<file path="src/cdtdr_cfg.svh">
// Register indices, field positions, reset values and timing counts for cable diagnostics.
// Assumes inclusion by the diagnostics package and core only.
`ifndef CDTDR_CFG_SVH
`define CDTDR_CFG_SVH
// Register indices (management register numbers)
`define CDTDR_IDX_TDRCS   5'h19
`define CDTDR_IDX_CBLEN   5'h1C
`define CDTDR_IDX_MODECS  5'h1B
`define CDTDR_IDX_PHYCTL  5'h1F
// Reflectometry control/status fields
`define CDTDR_TDR_EN_BIT     15
`define CDTDR_TDR_DONE_BIT   14
`define CDTDR_TDR_SHORT_BIT  13
`define CDTDR_TDR_VALID_BIT  12
`define CDTDR_TDR_LEN_MSB    7
// Mode control fields
`define CDTDR_PAIR_SEL_BIT   15
`define CDTDR_AUTOX_DIS_BIT  14
// Physical control fields
`define CDTDR_LINK100_BIT    0
// Cable length field position
`define CDTDR_MATCHED_LENGTH_CODE_LSB       12
// Reset values
`define CDTDR_MODECS_RST     16'h0000
// Listening window after a pulse, in ns
`define CDTDR_LISTEN_NS      2000
`define CDTDR_CLK_NS         8
`endif

</file>
<file path="src/cdtdr_pkg.sv">
// Types shared by the cable diagnostics logic.
// Assumes the configuration header is on the include path.
`include "cdtdr_cfg.svh"
package cdtdr_pkg;
  typedef logic [4:0]  cdtdr_addr_t;
  typedef logic [15:0] cdtdr_data_t;
  typedef enum logic [1:0]
  {
    CDTDR_IDLE   = 2'b00,
    CDTDR_PULSE  = 2'b01,
    CDTDR_LISTEN = 2'b10,
    CDTDR_DONE   = 2'b11
  } cdtdr_state_e;
endpackage : cdtdr_pkg

</file>
<file path="src/cdtdr_core.sv">
// Cable diagnostics core: reflectometry timer and matched length capture.
// Assumes a single 125 MHz clock and synchronous analog front-end flags.
`timescale 1ns/10ps
`default_nettype none
`include "cdtdr_cfg.svh"

// Overview of operation
// - With auto crossover off, the pair comes from the manual pair select bit.
// - Pulse the transmit pair straight, the receive pair when crossed.
// - Time pulse to reflection and report it as electrical length.
// - Any established link is dropped while a test runs.
// - With 100 Mb link up, provide a length code in cable length register.
// - Registers reached by index over the serial management interface.
module cdtdr_core
  import cdtdr_pkg::*;
#(
  parameter int LEN_W = 8
)
(
  input  wire logic               sys_clk,
  input  wire logic               resetn,
  input  wire cdtdr_pkg::cdtdr_addr_t regAddr,
  input  wire cdtdr_pkg::cdtdr_data_t regWdata,
  input  wire logic               regWrite,
  input  wire logic               regRead,
  output logic [15:0]             regRdata,
  input  wire logic               link100Up,
  input  wire logic [3:0]         matchedLengthIn,
  input  wire logic               reflectSeen,
  input  wire logic               reflectShort,
  output logic                    pulseTxPair,
  output logic                    pulseRxPair,
  output logic                    linkDrop,
  output logic                    testBusy
);
  import cdtdr_pkg::*;

  localparam int LISTEN_CYC = `CDTDR_LISTEN_NS / `CDTDR_CLK_NS;
  localparam int TICK_LAST  = LISTEN_CYC - 1;   // Last tick inside the window
  localparam int PAIR_N     = 2;                // Lane 0 transmit, lane 1 receive
  localparam int PAIR_TX    = 0;
  localparam int PAIR_RX    = 1;

  // Index match, used by the start request decode
  function automatic logic idx_hit
  (
    input cdtdr_addr_t addr,
    input cdtdr_addr_t idx
  );
    idx_hit = (addr == idx);
  endfunction : idx_hit

  // A test owns the line in these two states
  function automatic logic test_active
  (
    input cdtdr_state_e st
  );
    test_active = (st == CDTDR_PULSE) || (st == CDTDR_LISTEN);
  endfunction : test_active

  // Listening ends on an echo, at window end or when the timer would wrap
  function automatic logic listen_over
  (
    input logic             echo,
    input logic [LEN_W-1:0] tick
  );
    listen_over = echo || (32'(tick) >= TICK_LAST) || (&tick);
  endfunction : listen_over

  // Crossed only with auto crossover off and the manual select set
  function automatic logic pair_crossed
  (
    input logic xoverOff,
    input logic pairSel
  );
    pair_crossed = xoverOff && pairSel;
  endfunction : pair_crossed

  cdtdr_state_e     state_r;
  logic             pairSelectOverride_r;
  logic             autoXoverOff_r;
  logic [LEN_W-1:0] tdrLen_r;
  logic [LEN_W-1:0] tick_r;
  logic             tdrDone_r;
  logic             tdrShort_r;
  logic             tdrValid_r;
  logic [3:0]       matchedLengthCode_r;
  logic             startTest;
  logic [PAIR_N-1:0] pairPulse_r;
  logic             listenEnd;
  logic             crossed;

  // Start request: write of the enable bit while no test owns the line
  assign startTest = regWrite && idx_hit(regAddr, `CDTDR_IDX_TDRCS) && regWdata[`CDTDR_TDR_EN_BIT]
                     && !test_active(state_r);

  // End of the listening window, echo or timeout
  assign listenEnd = (state_r == CDTDR_LISTEN) && listen_over(reflectSeen, tick_r);

  // Pair choice from the mode register
  assign crossed = pair_crossed(autoXoverOff_r, pairSelectOverride_r);

  // Mode control register holding pair select and crossover disable
  always_ff @(posedge sys_clk)
  begin
    if (!resetn)
    begin
      pairSelectOverride_r <= 1'b0;
      autoXoverOff_r       <= 1'b0;
    end
    else if (regWrite && (regAddr == `CDTDR_IDX_MODECS))
    begin
      pairSelectOverride_r <= regWdata[`CDTDR_PAIR_SEL_BIT];
      autoXoverOff_r       <= regWdata[`CDTDR_AUTOX_DIS_BIT];
    end
  end

  // Test sequencer: pulse, listen, done
  // A start is only taken outside pulse and listen, so a second
  // write during a test cannot restart the timer halfway through.
  always_ff @(posedge sys_clk)
  begin
    if (!resetn)
    begin
      state_r <= CDTDR_IDLE;
      tick_r  <= '0;
    end
    else
    begin
      unique case (state_r)
        CDTDR_IDLE, CDTDR_DONE:
        begin
          if (startTest)
          begin
            state_r <= CDTDR_PULSE;
            tick_r  <= '0;
          end
        end
        CDTDR_PULSE:
        begin
          state_r <= CDTDR_LISTEN;
          tick_r  <= '0;
        end
        CDTDR_LISTEN:
        begin
          // Time from pulse to reflection; give up at window end
          if (listenEnd)
            state_r <= CDTDR_DONE;
          else
            tick_r <= tick_r + 1'b1;
        end
      endcase
    end
  end

  // Result capture, held until next start or reset
  // Done and valid are cleared only by a new start, never by a read,
  // so software may poll the result any number of times.
  always_ff @(posedge sys_clk)
  begin
    if (!resetn)
    begin
      tdrLen_r   <= '0;
      tdrDone_r  <= 1'b0;
      tdrShort_r <= 1'b0;
      tdrValid_r <= 1'b0;
    end
    else if (startTest)
    begin
      tdrLen_r   <= '0;
      tdrDone_r  <= 1'b0;
      tdrShort_r <= 1'b0;
      tdrValid_r <= 1'b0;
    end
    else if (state_r == CDTDR_LISTEN)
    begin
      if (reflectSeen)
      begin
        tdrLen_r   <= tick_r;
        tdrShort_r <= reflectShort;
        tdrValid_r <= 1'b1;
        tdrDone_r  <= 1'b1;
      end
      else if (listenEnd)
        tdrDone_r  <= 1'b1;         // No echo: length marked invalid
    end
  end

  // One drive flop per pair, lane chosen by the crossover setting
  for (genvar g = 0; g < PAIR_N; g++)
  begin : g_pair
    always_ff @(posedge sys_clk)
    begin
      if (!resetn)
        pairPulse_r[g] <= 1'b0;
      else
        pairPulse_r[g] <= startTest && (crossed == (g == PAIR_RX));
    end
  end : g_pair

  // Pulse outputs straight from the lane flops
  assign pulseTxPair = pairPulse_r[PAIR_TX];
  assign pulseRxPair = pairPulse_r[PAIR_RX];

  // Busy follows the sequencer's next state; link drop follows a start or the current pulse or listen state
  always_ff @(posedge sys_clk)
  begin
    if (!resetn)
    begin
      linkDrop <= 1'b0;
      testBusy <= 1'b0;
    end
    else
    begin
      linkDrop <= startTest || test_active(state_r);
      // Busy drops on the edge that leaves listening, echo or timeout
      testBusy <= startTest || (state_r == CDTDR_PULSE)
                  || ((state_r == CDTDR_LISTEN) && !listenEnd);
    end
  end

  // Matched length code tracked while a 100 Mb link is up
  // Without the link the last code is held, not cleared,
  // and software is expected to disregard it then.
  always_ff @(posedge sys_clk)
  begin
    if (!resetn)
      matchedLengthCode_r <= 4'h0;
    else if (link100Up)
      matchedLengthCode_r <= matchedLengthIn;
  end

  // Register images assembled from the field positions
  logic [15:0] tdrImage;
  logic [15:0] modeImage;
  logic [15:0] cblenImage;
  logic [15:0] phyImage;

  // Reflectometry status image
  always_comb
  begin
    tdrImage                       = 16'h0000;
    tdrImage[`CDTDR_TDR_EN_BIT]    = test_active(state_r);
    tdrImage[`CDTDR_TDR_DONE_BIT]  = tdrDone_r;
    tdrImage[`CDTDR_TDR_SHORT_BIT] = tdrShort_r;
    tdrImage[`CDTDR_TDR_VALID_BIT] = tdrValid_r;
    tdrImage[`CDTDR_TDR_LEN_MSB:0] = 8'(tdrLen_r);
  end

  // Mode image
  always_comb
  begin
    modeImage                       = `CDTDR_MODECS_RST;
    modeImage[`CDTDR_PAIR_SEL_BIT]  = pairSelectOverride_r;
    modeImage[`CDTDR_AUTOX_DIS_BIT] = autoXoverOff_r;
  end

  // Length code sits in the top nibble
  always_comb
  begin
    cblenImage                        = 16'h0000;
    cblenImage[`CDTDR_MATCHED_LENGTH_CODE_LSB +: 4]  = matchedLengthCode_r;
  end

  // Physical status image
  always_comb
  begin
    phyImage                     = 16'h0000;
    phyImage[`CDTDR_LINK100_BIT] = link100Up;
  end

  // Register read port, data one cycle after the strobe
  always_ff @(posedge sys_clk)
  begin
    if (!resetn)
      regRdata <= 16'h0000;
    else if (regRead)
    begin
      unique case (regAddr)
        `CDTDR_IDX_TDRCS:
          regRdata <= tdrImage;
        `CDTDR_IDX_MODECS:
          regRdata <= modeImage;
        `CDTDR_IDX_CBLEN:
          regRdata <= cblenImage;
        `CDTDR_IDX_PHYCTL:
          regRdata <= phyImage;
        default:
          regRdata <= 16'h0000;
      endcase
    end
    else
      regRdata <= 16'h0000;
  end

endmodule : cdtdr_core
`default_nettype wire

</file>
<file path="config.mk">
export PLATFORM = sky130hd
export DESIGN_NAME = cdtdr_core
export DESIGN_NICKNAME = d
export VERILOG_FILES = /design/src/cdtdr_pkg.sv /design/src/cdtdr_core.sv
export VERILOG_INCLUDE_DIRS = /design/src /design/src/src
export SDC_FILE = /design/constraint.sdc
export NUM_CORES = 1
export LEC_CHECK = 0
export BUFFER_PORTS_ARGS = -buffer_cell sky130_fd_sc_hd__buf_2
export CAP_MARGIN = 5
export CORE_ASPECT_RATIO = 1.2
export CORE_MARGIN = 1
export CORE_UTILIZATION = 35
export CTS_CLUSTER_DIAMETER = 200
export DETAILED_ROUTE_END_ITERATION = 6
export GPL_TIMING_DRIVEN = 0
export PLACE_DENSITY = 0.57
export SYNTH_ARGS = -nofsm -noshare
export SYNTH_HDL_FRONTEND = slang
export SYNTH_SLANG_ARGS = --single-unit
</file>
<file path="constraint.sdc">
create_clock -name sys_clk -period 2.85 [get_ports sys_clk]
set_clock_uncertainty 0.2 [all_clocks]
set_input_delay 0.57 -clock sys_clk [delete_from_list [all_inputs] [get_ports sys_clk]]
set_output_delay 0.57 -clock sys_clk [all_outputs]
set_load 0.05 [all_outputs]
</file>
==> results.py <==
metrics = {
    "outcome": {
        "status": "finished, final reports clean",
    },
    "global_routing": {
        "grt_most_used_layer": "met2",
        "overflow": 0,
        "grt_use_met1_pct": 19.3,
        "grtUsageMet2_pct": 24.9,
        "grt_first_pass_wirelength_um": 6500,
        "grt_max_degree": 15,
        "antenna_found_initial": 0,
        "grt.total_usage_pct": 16.0,
        "grtUsageMet3_pct": 4.58,
        "grt_pass1_vias": 1381,
    },
    "yosys": {
        "synth-seq-area-share_pct": 46.3,
        "yosys-top-cells-area": "dfxtp_1 (46%), nand2_1 (5.4%), a21oi_1 (4.0%)",
        "synth.most_common_cell": "dfxtp_1",
        "synthFlopType": "dfxtp_1",
        "synth_top_area_share_pct": 46.3,
        "yosys-top-cells-count": "dfxtp_1 (43), nand2_1 (27), nor2_1 (17)",
        "synth_seq_cells": 43,
        "yosys_warnings": 0,
        "yosys.area.top_type": "dfxtp_1",
        "avgSynthCellArea_um2": 9.08,
        "syn_inst": 205,
        "synth_edf_count": 0,
        "ys_types": 48,
        "synth_async_sr_flop_share_pct": 0,
        "syn_area_mm2": 0.00186,
    },
    "detailed_routing": {
        "via_count": 1556,
        "avgViaCountPerCell": 5.05,
        "wl_per_cell_um": 13.0,
        "postRouteAntennaNets": 0,
        "dr.pass1.iters": 4,
        "drc": 0,
        "wl_um": 3990,
        "drtIter0Drc": 67,
    },
    "critical_path": {
        "crit_fanout": 5,
        "worstPathArrival_ns": 2.09,
        "crit_type": "flop to flop",
        "cp-start-kind": "flop",
        "required_ns": 2.87,
        "end_kind": "flop",
    },
    "floorplan": {
        "die_w_um": 68.6,
        "core_area_mm2": 0.00501,
        "io_pins": 52,
        "die_height_um": 81.9,
        "die_area_mm2": 0.00561,
        "start_util_pct": 37.1,
        "num_rows": 28,
    },
    "clock_tree": {
        "ctsResizeCount": 0,
        "post_cts_buffers": 0,
        "cts_buffers": 5,
        "cts_buffer_depth": 2,
        "cts-htree-levels": 2,
        "insertion_delay_ns": 0.30,
        "clk_transition_reported_paths_ns": 0.09,
        "cts_tree": "yes",
        "cts_hold_buf": 0,
        "cts_sinks": 43,
        "cts-root-buf": "clkbuf_8",
    },
    "power": {
        "fin_total_pwr_w": 0.00166,
        "vdd_ir_drop_max_v": 0.000377,
        "p_leak_nw": 0.915,
        "power_density_mw_per_mm2": 740,
    },
    "finish": {
        "fin_nets": 285,
        "n_antenna_cell": 0,
        "drive_above_1_share_pct": 23.8,
        "area_delta_synth_final_pct": 20.6,
        "n_fill_cell": 508,
    },
    "timing": {
        "setup_violations": 0,
        "hold_viol_final": 0,
        "period_share_pct": 72.8,
        "relSlewSlack_pct": 56.4,
        "worst_pin_slew_ns": 0.653,
        "max_freq_mhz": 482,
        "slew_viol_final": 0,
        "fin_crit_ns": 2.08,
        "hold_ws_ns": 0.252,
        "tns_ns": 0,
        "rsz0062_at_grt": "no",
        "fin_ws_ns": 0.774,
    },
    "worst_hold_path": {
        "hp-class": "flop to flop",
    },
    "place": {
        "numPortBuffers": 32,
        "globalplace.congestion": 0.749,
        "dpl.hpwl_um": 2870,
        "dp_slack_ns": 0.746,
    },
    "run": {
        "maxCapViolations": 0,
    },
}
==> layout by cell type (no fill, tap or decap), types with 2 or more instances in the layout <==
cell type / instances
a211oi_1: 3
a21oi_1: 15
a22oi_1: 4
and2_1: 9
and3_1: 4
and4_1: 2
buf_2: 36
buf_4: 4
bufinv_16: 2
clkbuf_1: 3
clkbuf_8: 5
conb_1: 4
dfxtp_1: 43
ha_1: 6
inv_1: 6
mux2i_1: 6
nand2_1: 27
nand2b_1: 5
nand3_1: 2
nand3_2: 2
nand3b_1: 2
nand4_1: 3
nor2_1: 17
nor2b_1: 2
o211ai_1: 3
o21ai_0: 4
o311ai_0: 2
o31ai_1: 3
o32ai_1: 2
==> registers in the layout, indices dropped and copies added (netlist names), 2 cells and up <==
register / cells
matchedLengthCode_r: 4
regRdata: 12
state_r: 2
tdrLen_r: 8
tick_r: 8
==> per-layer routing <==
layer  wire, um  part of all wire (%)
met1       1820                    46
met2       1860                    47
met3        190                   4.8
met4        112                   2.8
met5          0                     0
==> critical path, stage by stage, from the launching register on <==
cell and delay [ns]:
dfxtp_1 0.44, inv_1 0.09, ha_1 0.21, or3b_2 0.48, a31oi_2 0.33, o211ai_1 0.15, o31ai_1 0.09
==> worst paths after layout <==
kind               start  slack [ns]           to  cells past startpoint
max            tick_r[1]        0.77   state_r[1]                      6
min          tdrLen_r[2]        0.25  tdrLen_r[2]                      2
max reg2reg    tick_r[1]        0.77   state_r[1]                      6
min reg2reg  tdrLen_r[2]        0.25  tdrLen_r[2]                      2
==> layout make-up <==
cell class / instances / area (um^2) / area share, %
repair buffers: 32 / 160 / 7.14
well taps: 60 / 75.1 / 3.35
plain buffers: 12 / 65.1 / 2.90
inverters: 6 / 22.5 / 1.00
clock inverters: 3 / 67.6 / 3.01
flip-flops and latches: 43 / 861 / 38.4
multi-input cells: 147 / 923 / 41.2
clock buffers: 5 / 68.8 / 3.07
==> cells by family after synthesis <==
kind of cell | Yosys count | share of synthesized area (%)
AND/OR/NAND/NOR | 86 | 24.8
AO/OA/AOI/OAI | 43 | 15.7
flip-flops | 43 | 46.3
buffers and inverters | 18 | 4.71
multiplexers | 7 | 3.83
adder cells (fa/ha/maj) | 6 | 4.03
other | 1 | 0.202
XOR/XNOR | 1 | 0.471
==> through the flow <==
stage                     instance area [um^2]  std cells  util [%]
final                                     2240        308      44.8
after global routing                      2240        308      44.8
after CTS                                 2240        308      44.8
after detailed placement                  2110        300      42.1
after global placement                    2110        300      42.1
after floorplan                           1870        208         -
==> power breakdown <==
part           total, W  switching, W  internal, W
sequential     0.000665     0.0000280     0.000637
clock          0.000568      0.000219     0.000349
combinational  0.000428      0.000281     0.000147
No activity file was read; power rests on OpenSTA's default activity.
